File: src/chopper_pkg.sv
package chopper_pkg;

  localparam int unsigned CLOCK_MHZ = 100;

  // Times in nanoseconds
  localparam int unsigned DEAD_TIME_NS   = 1000;
  localparam int unsigned BLANK_TIME_NS  = 1000;
  localparam int unsigned MIN_ON_TIME_NS = 1500;
  localparam int unsigned MIN_OFF_TIME_NS = 6600;
  localparam int unsigned MAX_OFF_TIME_NS = 6000000;

  // Least times round up
  localparam int unsigned DEAD_CYCLES =
    (DEAD_TIME_NS * CLOCK_MHZ + 999) / 1000;
  localparam int unsigned BLANK_CYCLES =
    (BLANK_TIME_NS * CLOCK_MHZ + 999) / 1000;
  localparam int unsigned MIN_ON_CYCLES =
    (MIN_ON_TIME_NS * CLOCK_MHZ + 999) / 1000;
  // Monostable part of the off time (total minus dead time)
  localparam int unsigned MONO_MIN_CYCLES =
    ((MIN_OFF_TIME_NS - DEAD_TIME_NS) * CLOCK_MHZ + 999) / 1000;
  localparam int unsigned MONO_MAX_CYCLES =
    ((MAX_OFF_TIME_NS - DEAD_TIME_NS) / 1000) * CLOCK_MHZ;

  localparam int unsigned TIMER_W = 20;
  localparam logic [TIMER_W-1:0] TIMER_RESET = 20'h00000;

  typedef enum logic [1:0] {
    DIR_BRAKE_LOW,
    DIR_FORWARD,
    DIR_REVERSE,
    DIR_BRAKE_HIGH
  } dir_t;

  // Gate drives of one bridge
  typedef struct packed {
    logic high_first;
    logic low_first;
    logic high_second;
    logic low_second;
  } gates_t;

  // Controller inputs of one bridge
  typedef struct packed {
    logic dir_first;
    logic dir_second;
    logic enable_in;
    logic sense_trip;
    logic fault;
  } bridge_in_t;

endpackage

File: src/bridge_offtime_current_chopper.sv
`timescale 1ns/1ps
`default_nettype none

module chopper_phase
  import chopper_pkg::*;
#(
  parameter int unsigned MONO_DEFAULT = MONO_MIN_CYCLES
) (
  input  wire logic               clock,
  input  wire logic               rst,
  input  wire bridge_in_t         cmd,
  input  wire logic [TIMER_W-1:0] offtime_timer,
  input  wire logic               route_to_flag,
  output logic                    enable_pull_oe,
  output logic                    overcurrent_flag,
  output gates_t                  gates,
  output logic                    chopping
);

  typedef enum logic [2:0] {
    ST_IDLE,
    ST_DEAD_ON,
    ST_ON,
    ST_MONO,
    ST_DEAD_OFF
  } phase_t;

  phase_t             state_q;
  logic [TIMER_W-1:0] count_q;
  logic [TIMER_W-1:0] mono_len;
  logic               enabled;
  logic               trip_ok;
  logic               rectify;
  logic               dir_change;
  dir_t               dir_q;

  // Fault pull-down only affects enable when not routed to flag
  assign enabled = cmd.enable_in && (route_to_flag || !cmd.fault);
  assign mono_len = (offtime_timer == TIMER_RESET) ?
                    TIMER_W'(MONO_DEFAULT) : offtime_timer;
  // Comparator ignored during blanking and minimum on time
  assign trip_ok = cmd.sense_trip &&
                   (count_q >= TIMER_W'(BLANK_CYCLES)) &&
                   (count_q >= TIMER_W'(MIN_ON_CYCLES));
  // Upper switch rectifies only after dead time in the off phase
  assign rectify = (state_q == ST_MONO) &&
                   (count_q >= TIMER_W'(DEAD_CYCLES));
  // Direction change restarts dead time
  assign dir_change = dir_q != dir_t'({cmd.dir_first, cmd.dir_second});

  always_ff @(posedge clock or posedge rst) begin
    if (rst) begin
      dir_q <= DIR_BRAKE_LOW;
    end else begin
      dir_q <= dir_t'({cmd.dir_first, cmd.dir_second});
    end
  end

  always_ff @(posedge clock or posedge rst) begin
    if (rst) begin
      state_q <= ST_IDLE;
      count_q <= TIMER_RESET;
    end else if (!enabled) begin
      state_q <= ST_IDLE;
      count_q <= TIMER_RESET;
    end else if (dir_change) begin
      state_q <= ST_IDLE;
      count_q <= TIMER_RESET;
    end else begin
      case (state_q)
        ST_IDLE: begin
          state_q <= ST_DEAD_ON;
          count_q <= TIMER_RESET;
        end
        ST_DEAD_ON: begin
          if (count_q >= TIMER_W'(DEAD_CYCLES - 1)) begin
            state_q <= ST_ON;
            count_q <= TIMER_RESET;
          end else begin
            count_q <= count_q + 1'b1;
          end
        end
        ST_ON: begin
          if (trip_ok) begin
            state_q <= ST_MONO;
            count_q <= TIMER_RESET;
          end else if (count_q != {TIMER_W{1'b1}}) begin
            count_q <= count_q + 1'b1;
          end
        end
        ST_MONO: begin
          if (count_q >= mono_len - 1'b1) begin
            state_q <= ST_DEAD_OFF;
            count_q <= TIMER_RESET;
          end else begin
            count_q <= count_q + 1'b1;
          end
        end
        ST_DEAD_OFF: begin
          if (count_q >= TIMER_W'(DEAD_CYCLES - 1)) begin
            state_q <= ST_ON;
            count_q <= TIMER_RESET;
          end else begin
            count_q <= count_q + 1'b1;
          end
        end
        default: begin
          state_q <= ST_IDLE;
          count_q <= TIMER_RESET;
        end
      endcase
    end
  end

  always_ff @(posedge clock or posedge rst) begin
    if (rst) begin
      enable_pull_oe   <= 1'b0;
      overcurrent_flag <= 1'b0;
    end else begin
      enable_pull_oe   <= cmd.fault && !route_to_flag;
      overcurrent_flag <= cmd.fault && route_to_flag;
    end
  end

  // Gate outputs from flops; diagonal chosen by direction inputs
  always_ff @(posedge clock or posedge rst) begin
    if (rst) begin
      gates    <= '0;
      chopping <= 1'b0;
    end else begin
      gates    <= '0;
      chopping <= (state_q == ST_MONO) || (state_q == ST_DEAD_OFF);
      if (enabled && !dir_change &&
          state_q != ST_IDLE && state_q != ST_DEAD_ON) begin
        case (dir_t'({cmd.dir_first, cmd.dir_second}))
          DIR_BRAKE_LOW: begin
            gates.low_first  <= 1'b1;
            gates.low_second <= 1'b1;
          end
          DIR_FORWARD: begin
            gates.high_second <= 1'b1;
            gates.low_first   <= (state_q == ST_ON);
            gates.high_first  <= rectify;
          end
          DIR_REVERSE: begin
            gates.high_first  <= 1'b1;
            gates.low_second  <= (state_q == ST_ON);
            gates.high_second <= rectify;
          end
          DIR_BRAKE_HIGH: begin
            gates.high_first  <= 1'b1;
            gates.high_second <= 1'b1;
          end
          default: gates <= '0;
        endcase
      end
    end
  end

endmodule // chopper_phase

// Operation
// Enable low turns off whole bridge
// Fault pulls that bridge's enable low
// Option: fault shown on separate flags
// Controller drives every input, none floating
// Two independent off-time choppers, one each
// Sense trip starts monostable, low switch off
// Low off for monostable, then conduct again
// Off interval is monostable plus dead time
// Blanking ignores comparator after low turn-on
// Dead time before any switch turns on
// Off time programmable over wide range
// Minimum on time of 1.5 us
// Short recharge still works, shorter off
// Slow decay: upper switch rectifies after dead
// Low switch back on after dead time
// Direction inputs select conducting diagonal
// Retrigger only in on phase after limits
module bridge_offtime_current_chopper
  import chopper_pkg::*;
#(
  parameter int unsigned MONO_DEFAULT = MONO_MIN_CYCLES
) (
  input  wire logic               clock,
  input  wire logic               rst,
  input  wire logic               route_to_flag,
  input  wire logic               bridge_a_dir_first,
  input  wire logic               bridge_a_dir_second,
  input  wire logic               bridge_b_dir_first,
  input  wire logic               bridge_b_dir_second,
  input  wire logic               bridge_a_enable_in,
  input  wire logic               bridge_b_enable_in,
  input  wire logic               bridge_a_sense_trip,
  input  wire logic               bridge_b_sense_trip,
  input  wire logic               bridge_a_overcurrent,
  input  wire logic               bridge_b_overcurrent,
  input  wire logic               over_temperature,
  input  wire logic [TIMER_W-1:0] bridge_a_offtime_timer,
  input  wire logic [TIMER_W-1:0] bridge_b_offtime_timer,
  output logic                    bridge_a_enable_out,
  output logic                    bridge_a_enable_oe,
  output logic                    bridge_b_enable_out,
  output logic                    bridge_b_enable_oe,
  output logic                    bridge_a_overcurrent_flag,
  output logic                    bridge_b_overcurrent_flag,
  output gates_t                  bridge_a_gates,
  output gates_t                  bridge_b_gates,
  output logic                    bridge_a_chopping,
  output logic                    bridge_b_chopping
);

  bridge_in_t cmd_a;
  bridge_in_t cmd_b;

  // Independent controller per bridge
  assign cmd_a = '{dir_first: bridge_a_dir_first,
                   dir_second: bridge_a_dir_second,
                   enable_in: bridge_a_enable_in,
                   sense_trip: bridge_a_sense_trip,
                   fault: bridge_a_overcurrent || over_temperature};
  assign cmd_b = '{dir_first: bridge_b_dir_first,
                   dir_second: bridge_b_dir_second,
                   enable_in: bridge_b_enable_in,
                   sense_trip: bridge_b_sense_trip,
                   fault: bridge_b_overcurrent || over_temperature};

  assign bridge_a_enable_out = 1'b0;
  assign bridge_b_enable_out = 1'b0;

  chopper_phase #(.MONO_DEFAULT(MONO_DEFAULT)) u_phase_a (
    .clock            (clock),
    .rst              (rst),
    .cmd              (cmd_a),
    .offtime_timer    (bridge_a_offtime_timer),
    .route_to_flag    (route_to_flag),
    .enable_pull_oe   (bridge_a_enable_oe),
    .overcurrent_flag (bridge_a_overcurrent_flag),
    .gates            (bridge_a_gates),
    .chopping         (bridge_a_chopping)
  );

  chopper_phase #(.MONO_DEFAULT(MONO_DEFAULT)) u_phase_b (
    .clock            (clock),
    .rst              (rst),
    .cmd              (cmd_b),
    .offtime_timer    (bridge_b_offtime_timer),
    .route_to_flag    (route_to_flag),
    .enable_pull_oe   (bridge_b_enable_oe),
    .overcurrent_flag (bridge_b_overcurrent_flag),
    .gates            (bridge_b_gates),
    .chopping         (bridge_b_chopping)
  );

endmodule // bridge_offtime_current_chopper

`default_nettype wire

File: config.mk
export PLATFORM = sky130hd
export DESIGN_NAME = bridge_offtime_current_chopper
export DESIGN_NICKNAME = d
export VERILOG_FILES = /design/src/chopper_pkg.sv /design/src/bridge_offtime_current_chopper.sv
export SDC_FILE = /design/constraint.sdc
export NUM_CORES = 1
export LEC_CHECK = 0
export BUFFER_PORTS_ARGS = -buffer_cell sky130_fd_sc_hd__buf_2
export CAP_MARGIN = 0
export CORE_MARGIN = 4
export CORE_UTILIZATION = 45
export CTS_BUF_LIST = sky130_fd_sc_hd__clkbuf_4
export DETAILED_ROUTE_END_ITERATION = 8
export PLACE_DENSITY = 0.65
export REMOVE_ABC_BUFFERS = 1
export SLEW_MARGIN = 20
export SYNTH_ARGS = -nofsm -noshare
export SYNTH_HDL_FRONTEND = slang
export SYNTH_SLANG_ARGS = --single-unit
File: constraint.sdc
create_clock -name clock -period 3.1 [get_ports clock]
set_input_delay 0 -clock clock [delete_from_list [all_inputs] [get_ports clock]]
set_output_delay 0 -clock clock [all_outputs]
set_load 0.05 [all_outputs]
# Yosys cells after proc, flatten, opt, wreduce, memory -nomap -nowiden
# Index checks and enable logic that the tools add are counted.
# totals
regBits	64
inputBits	54
output_inout_bits	16
elab_cells	143
# op_classes
addsub	4
order_cmp	8
n_eq_ne	28
mux	38
n_reduce_logical	45
# op_table
op	n
$mux W20	14
$pmux W20 S3	2
$ge A20 B7 Y1 const B	4
$add A20 B1 Y20 const B	2
$ge A20 B20 Y1	2
$ge A20 B8 Y1 const B	2
$logic_not A20 Y1	2
$ne A20 B20 Y1 const B	2
$sub A20 B1 Y20 const B	2
$mux W3	10
$ne A4 B4 Y1 const B	6
$pmux W3 S4	2
$logic_and A1 B1 Y1	18
$pmux W1 S2	8
$eq A3 B2 Y1 const B	4
$reduce_or A2 Y1	6
$ne A5 B5 Y1 const B	2
$eq A2 B2 Y1 const B	4
$mux W4	2
$eq A3 B1 Y1 const B	2
$eq A3 B3 Y1 const B	2
$logic_not A3 Y1	2
$logic_or A1 B1 Y1	6
$ne A3 B1 Y1 const B	2
other kinds (6)	15

# Logic depth before layout (Yosys ltp)
# logic_depth
depth_word	8
depth_mapped	16
mapped_depth_nobuf	14

# Cells and area by module
# Synthesis repeated with hierarchy kept, for this count alone.
# unflattened
cells_unflattened	574
hier_area_um2	5087.4
# modules_own_cells
module	instances	cells_each	area_each_um2	seq_area_each_um2
chopper_phase (u_phase_b)	1	297	2595.0	800.8
chopper_phase (u_phase_a)	1	272	2461.1	800.8
bridge_offtime_current_chopper	1	5	31.3	0.0

# Least setup slack after synthesis
# Ideal clock, no wire load.
# synth_timing
path_kind	input-to-reg
start	in bridge_b_offtime_timer[11]
end	reg u_phase_b.count_q[10]
setup_time_ns	0.137
t_arrival_ns	3.540
required_time_ns	2.963
path_slack_ns	-0.576
cell_stages	15
n_path_buf	2
cell_sequence	or4_4 -> or4_4 -> o41ai_4 -> or3_1 -> buf_4 -> nor4_1 -> xnor2_1 -> ha_1 -> nand2_1 -> o21ai_0 -> a41oi_1 -> o41ai_1 -> a31o_2 -> clkbuf_1 -> o21ai_0
# synth_via
elab_chain_len	8
# synth_rtl
element	line_no	rtl
start, declared	bridge_offtime_current_chopper.sv:200	input wire logic [TIMER_W-1:0] bridge_b_offtime_timer,
$logic_not A20 Y1	bridge_offtime_current_chopper.sv:39	assign mono_len = (offtime_timer == TIMER_RESET) ?
$mux W20 *	bridge_offtime_current_chopper.sv:39	
$sub A20 B1 Y20 *	bridge_offtime_current_chopper.sv:92	if (count_q >= mono_len - 1'b1) begin
$ge A20 B20 Y1 *	bridge_offtime_current_chopper.sv:92	
$mux W20 *	bridge_offtime_current_chopper.sv:92	
$pmux W20 S3 *	bridge_offtime_current_chopper.sv:70	case (state_q)
$mux W20 *	bridge_offtime_current_chopper.sv:66	end else if (dir_change) begin
$mux W20 *	bridge_offtime_current_chopper.sv:63	end else if (!enabled) begin
end signal, assigned	bridge_offtime_current_chopper.sv:80	count_q <= count_q + 1'b1;
end signal, assigned	bridge_offtime_current_chopper.sv:88	count_q <= count_q + 1'b1;
end signal, assigned	bridge_offtime_current_chopper.sv:96	count_q <= count_q + 1'b1;
end, declared	bridge_offtime_current_chopper.sv:29	logic [TIMER_W-1:0] count_q;
# Mark *: on every way between the ends. The rest lies on a longest branch, timed or not.
# A chain may end at the register's enable or synchronous reset.

# Final worst setup path
# layout_timing
start	in bridge_b_offtime_timer[2]
end	reg u_phase_b.state_q[2]
# layout_via
elab_chain_len	6
# layout_rtl
element	line_no	rtl
$logic_not A20 Y1	bridge_offtime_current_chopper.sv:39	
$mux W20 *	bridge_offtime_current_chopper.sv:39	
$sub A20 B1 Y20 *	bridge_offtime_current_chopper.sv:92	
$ge A20 B20 Y1 *	bridge_offtime_current_chopper.sv:92	
$ne A4 B4 Y1 (no line) *	--	
$reduce_and A3 Y1 (no line) *	--	
end signal, assigned	bridge_offtime_current_chopper.sv:93	state_q <= ST_DEAD_OFF;
end signal, assigned	bridge_offtime_current_chopper.sv:101	state_q <= ST_ON;
end signal, assigned	bridge_offtime_current_chopper.sv:108	state_q <= ST_IDLE;
end, declared	bridge_offtime_current_chopper.sv:28	phase_t state_q;
# Marked as above.

==> flow_summary.json <==
{
  "setup_ws_ns": -0.0286,
  "sequentialPowerShare_pct": 47.8,
  "portBuffers": 67,
  "hpwl_um": 9200,
  "power_density_nw_per_um2": 274,
  "syn-cell-area_sq_um": 4890,
  "relSlewSlack_pct": 47.7,
  "ys.flop_type": "dfrtp_1",
  "grt_pass1_wl_um": 20500,
  "start_kind": "primary input",
  "cts_tree": "yes",
  "hp-class": "in2reg",
  "num_antenna_cells": 0,
  "crit_path_top_delay_cell": "or4_4",
  "end_kind": "flip-flop",
  "seq_area_frac_synth_pct": 32.8,
  "worstPathRequired_ns": 3.43,
  "grt_pass1_vias": 4412,
  "ys_seq_elements": 64,
  "synth_cells": 570,
  "antenna_found_initial": 0,
  "pwr-share-clk_pct": 36.7,
  "total_power_uw": 1770,
  "fin_worst_skew_ns": 0.0192,
  "placed_cell_area_sq_um": 5770,
  "clockRootBuffer": "clkbuf_4",
  "crit_chain": "buf_6 -> or4_4 -> or3_4 -> o41ai_4 -> buf_4 -> nor3_4 -> buf_6 -> nand2_2 -> xor2_1 -> ha_1 -> a21oi_1 -> o21ai_1 -> a211oi_2 -> o41ai_4 -> a31o_2 -> buf_4 -> o22ai_2",
  "nNetsFinal": 806,
  "drc": 0,
  "maxCapViolCount": 0,
  "first_pass_iters": 5,
  "layout-drive-gt1-share_pct": 31.1,
  "setup_viol": 4,
  "period_share_pct": 101,
  "wirelength_um": 12500,
  "ys_types": 52,
  "path_clk_slew_ns": 0.10,
  "initial_core_util_pct": 46.7,
  "cp_slowest_stage_delay_ns": 0.53,
  "cts_sinks": 64,
  "finalHoldViolCount": 0,
  "coreArea_sq_um": 10500,
  "initialDrtViolationCount": 409,
  "insertion_delay_ns": 0.42,
  "postLayoutCellArea_sq_um": 6460,
  "synthArstFlopShare_pct": 100,
  "criticalPathCategory": "in2reg",
  "yosysWarnings": 0,
  "p_switching_uw": 464,
  "min_period_ns": 3.13,
  "worst_ep_arrival_time_ns": 3.46,
  "dr_total_vias": 4704,
  "die_w_um": 112,
  "areaGrowthSynthToFinish_pct": 32.2,
  "p_leak_uw": 0.00280,
  "crit_buf_inv": 4,
  "synth_edf_count": 0,
  "wl_per_cell_um": 14.8,
  "fp-row-count": 37,
  "ir_drop_mv": 0.192,
  "critical-path-top-delay-family": "compound AO/OA/AOI/OAI gates",
  "grt_max_degree": 36,
  "critPathMaxFanout": 4,
  "status": "complete, but fails checks",
  "max_freq_ghz": 0.320,
  "final_cell_mix": "buf_2 (65), dfrtp_1 (64), buf_4 (60)",
  "maxSlewViolCount": 0,
  "syn_area_per_cell_sq_um": 8.58,
  "fp.dieH_um": 112,
  "ant_nets": 0,
  "fp.dieArea_sq_um": 12600,
  "final_common_cell": "buf_2",
  "gr-total-overflow": 0,
  "holdWs_ns": 0.0313,
  "htreeDepth": 3,
  "dp.cells": 813,
  "finalNonFillerCells": 847,
  "n_fill_cell": 910,
  "rsz0062_at_grt": "yes",
  "via_per_inst": 5.55,
  "violations": "setup timing",
  "switching_share_pct": 26.2,
  "gp_congestion": 0.826,
  "cts_buffers": 9,
  "clock_path_buffers": 2,
  "p_comb_share_pct": 15.5,
  "grt_usage_pct": 19.2,
  "worst_pin_slew_ns": 0.765,
  "intPower_uw": 1310,
  "io_pins": 70
}
[final timing paths]
kind | to | slack [ns] | from | cells after the start
min in group asynchronous | u_phase_b.dir_q[0]$_DFF_PP0_ | 0.18 | rst | 3
hold reg to reg | u_phase_a.count_q[0]$_DFFE_PP0P_ | 0.60 | u_phase_a.count_q[0]$_DFFE_PP0P_ | 2
hold / removal | u_phase_b.state_q[1]$_DFFE_PP0P_ | 0.03 | bridge_b_enable_in | 3
setup / recovery | u_phase_b.state_q[2]$_DFFE_PP0P_ | -0.03 | bridge_b_offtime_timer[2] | 17
max in group asynchronous | u_phase_a.gates[2]$_DFF_PP0_ | 2.02 | rst | 4
setup reg to reg | u_phase_a.count_q[13]$_DFFE_PP0P_ | 0.42 | u_phase_a.count_q[1]$_DFFE_PP0P_ | 7
[worst reg2reg max path, stage by stage, from the launching register on]
cell       delay, ns
dfrtp_1         0.49
ha_1            0.26
nand3_1         0.14
nor3_1          0.40
and4_1          0.61
a2111oi_0       0.29
xnor2_1         0.32
nor2_4          0.06
[synth_stat cells (4+ instances only)]
| library cell | number | share of area, % |
|---|---|---|
| dfrtp_1 | 64 | 33 |
| nor2_1 | 56 | 4.3 |
| xnor2_1 | 53 | 9.5 |
| ha_1 | 46 | 12 |
| nand2_1 | 46 | 3.5 |
| o21ai_0 | 40 | 4.1 |
| a21oi_1 | 32 | 3.3 |
| nand3_1 | 27 | 2.8 |
| xor2_1 | 22 | 3.9 |
| clkbuf_1 | 20 | 1.5 |
| inv_1 | 19 | 1.5 |
| nor4_1 | 18 | 2.3 |
| nor3_1 | 16 | 1.6 |
| nand4_1 | 12 | 1.5 |
| a211oi_1 | 11 | 1.7 |
| or3_1 | 9 | 1.2 |
| and3_1 | 7 | 0.90 |
| or2_2 | 6 | 0.77 |
| or4_1 | 5 | 0.77 |
| and4_1 | 4 | 0.72 |
| nand3b_1 | 4 | 0.61 |
| o211ai_1 | 4 | 0.61 |
[through the flow]
stage	util [%]	worst slack [ns]	TNS [ns]
floorplan	-	-1.02	-29.83
global placement	55.1	-0.636	-22.54
detailed placement	55.1	-0.665	-27.38
CTS	58.6	0.00100	0
global route	61.8	-0.112	-2.58
finish	61.8	-0.0286	-0.0369
[final cells by class]
cell class / count / area, sq um / area share, %
clock buffer: 10 / 75.1 / 1.16
inverter: 19 / 71.3 / 1.10
tap: 136 / 170 / 2.63
timing repair buffer: 147 / 1010 / 15.7
clock inverter: 6 / 83.8 / 1.30
sequential: 64 / 1600 / 24.8
multi-input combinational: 465 / 3450 / 53.4
[flip-flops by register name (all words and copies together) (netlist names), 2 cells and up]
register	count
u_phase_a.dir_q	2
u_phase_b.count_q	20
u_phase_b.state_q	3
u_phase_a.gates	4
u_phase_b.gates	4
u_phase_b.dir_q	2
u_phase_a.state_q	3
u_phase_a.count_q	20
[power groups by stage]
stage          Sequential [uW]  Clock, uW  Combinational [uW]
2_1_floorplan              874          0                 107
3_3_place_gp               862          0                 237
3_5_place_dp               863          0                 244
4_1_cts                    846        656                 262
5_1_grt                    848        696                 306
6_report                   846        649                 274
[layer usage]
layer	up-vias	track usage, %	share of wire [%]
met5	-	0	0
met1	2207	27.5	45
met2	148	29.8	47
li1	2329	-	-
met4	0	4.97	1.4
met3	20	4.04	6.4
[cell families after synthesis]
logic type	after synthesis	share of synthesized area, %
xor+xnor	75	13.4
compound gates	117	15.1
simple gates	225	23.4
fa+ha+maj	46	11.8
other cells	1	0.0767
buf+inv	42	3.45
flops	64	32.8
[timing repair]
| action | 4_1_cts | 5_1_grt |
|---|---|---|
| resized for setup | 19 | 99 |
| pin swaps | 12 | 47 |
| setup buffers | 3 | 2 |
| endpoints found under the hold margin | 48 | 0 |
| endpoints found under the setup margin | 44 | 44 |
| hold buffers | 12 | 0 |
| cloned | 1 | 1 |
Note: power is estimated with default switching activity, not from simulation.
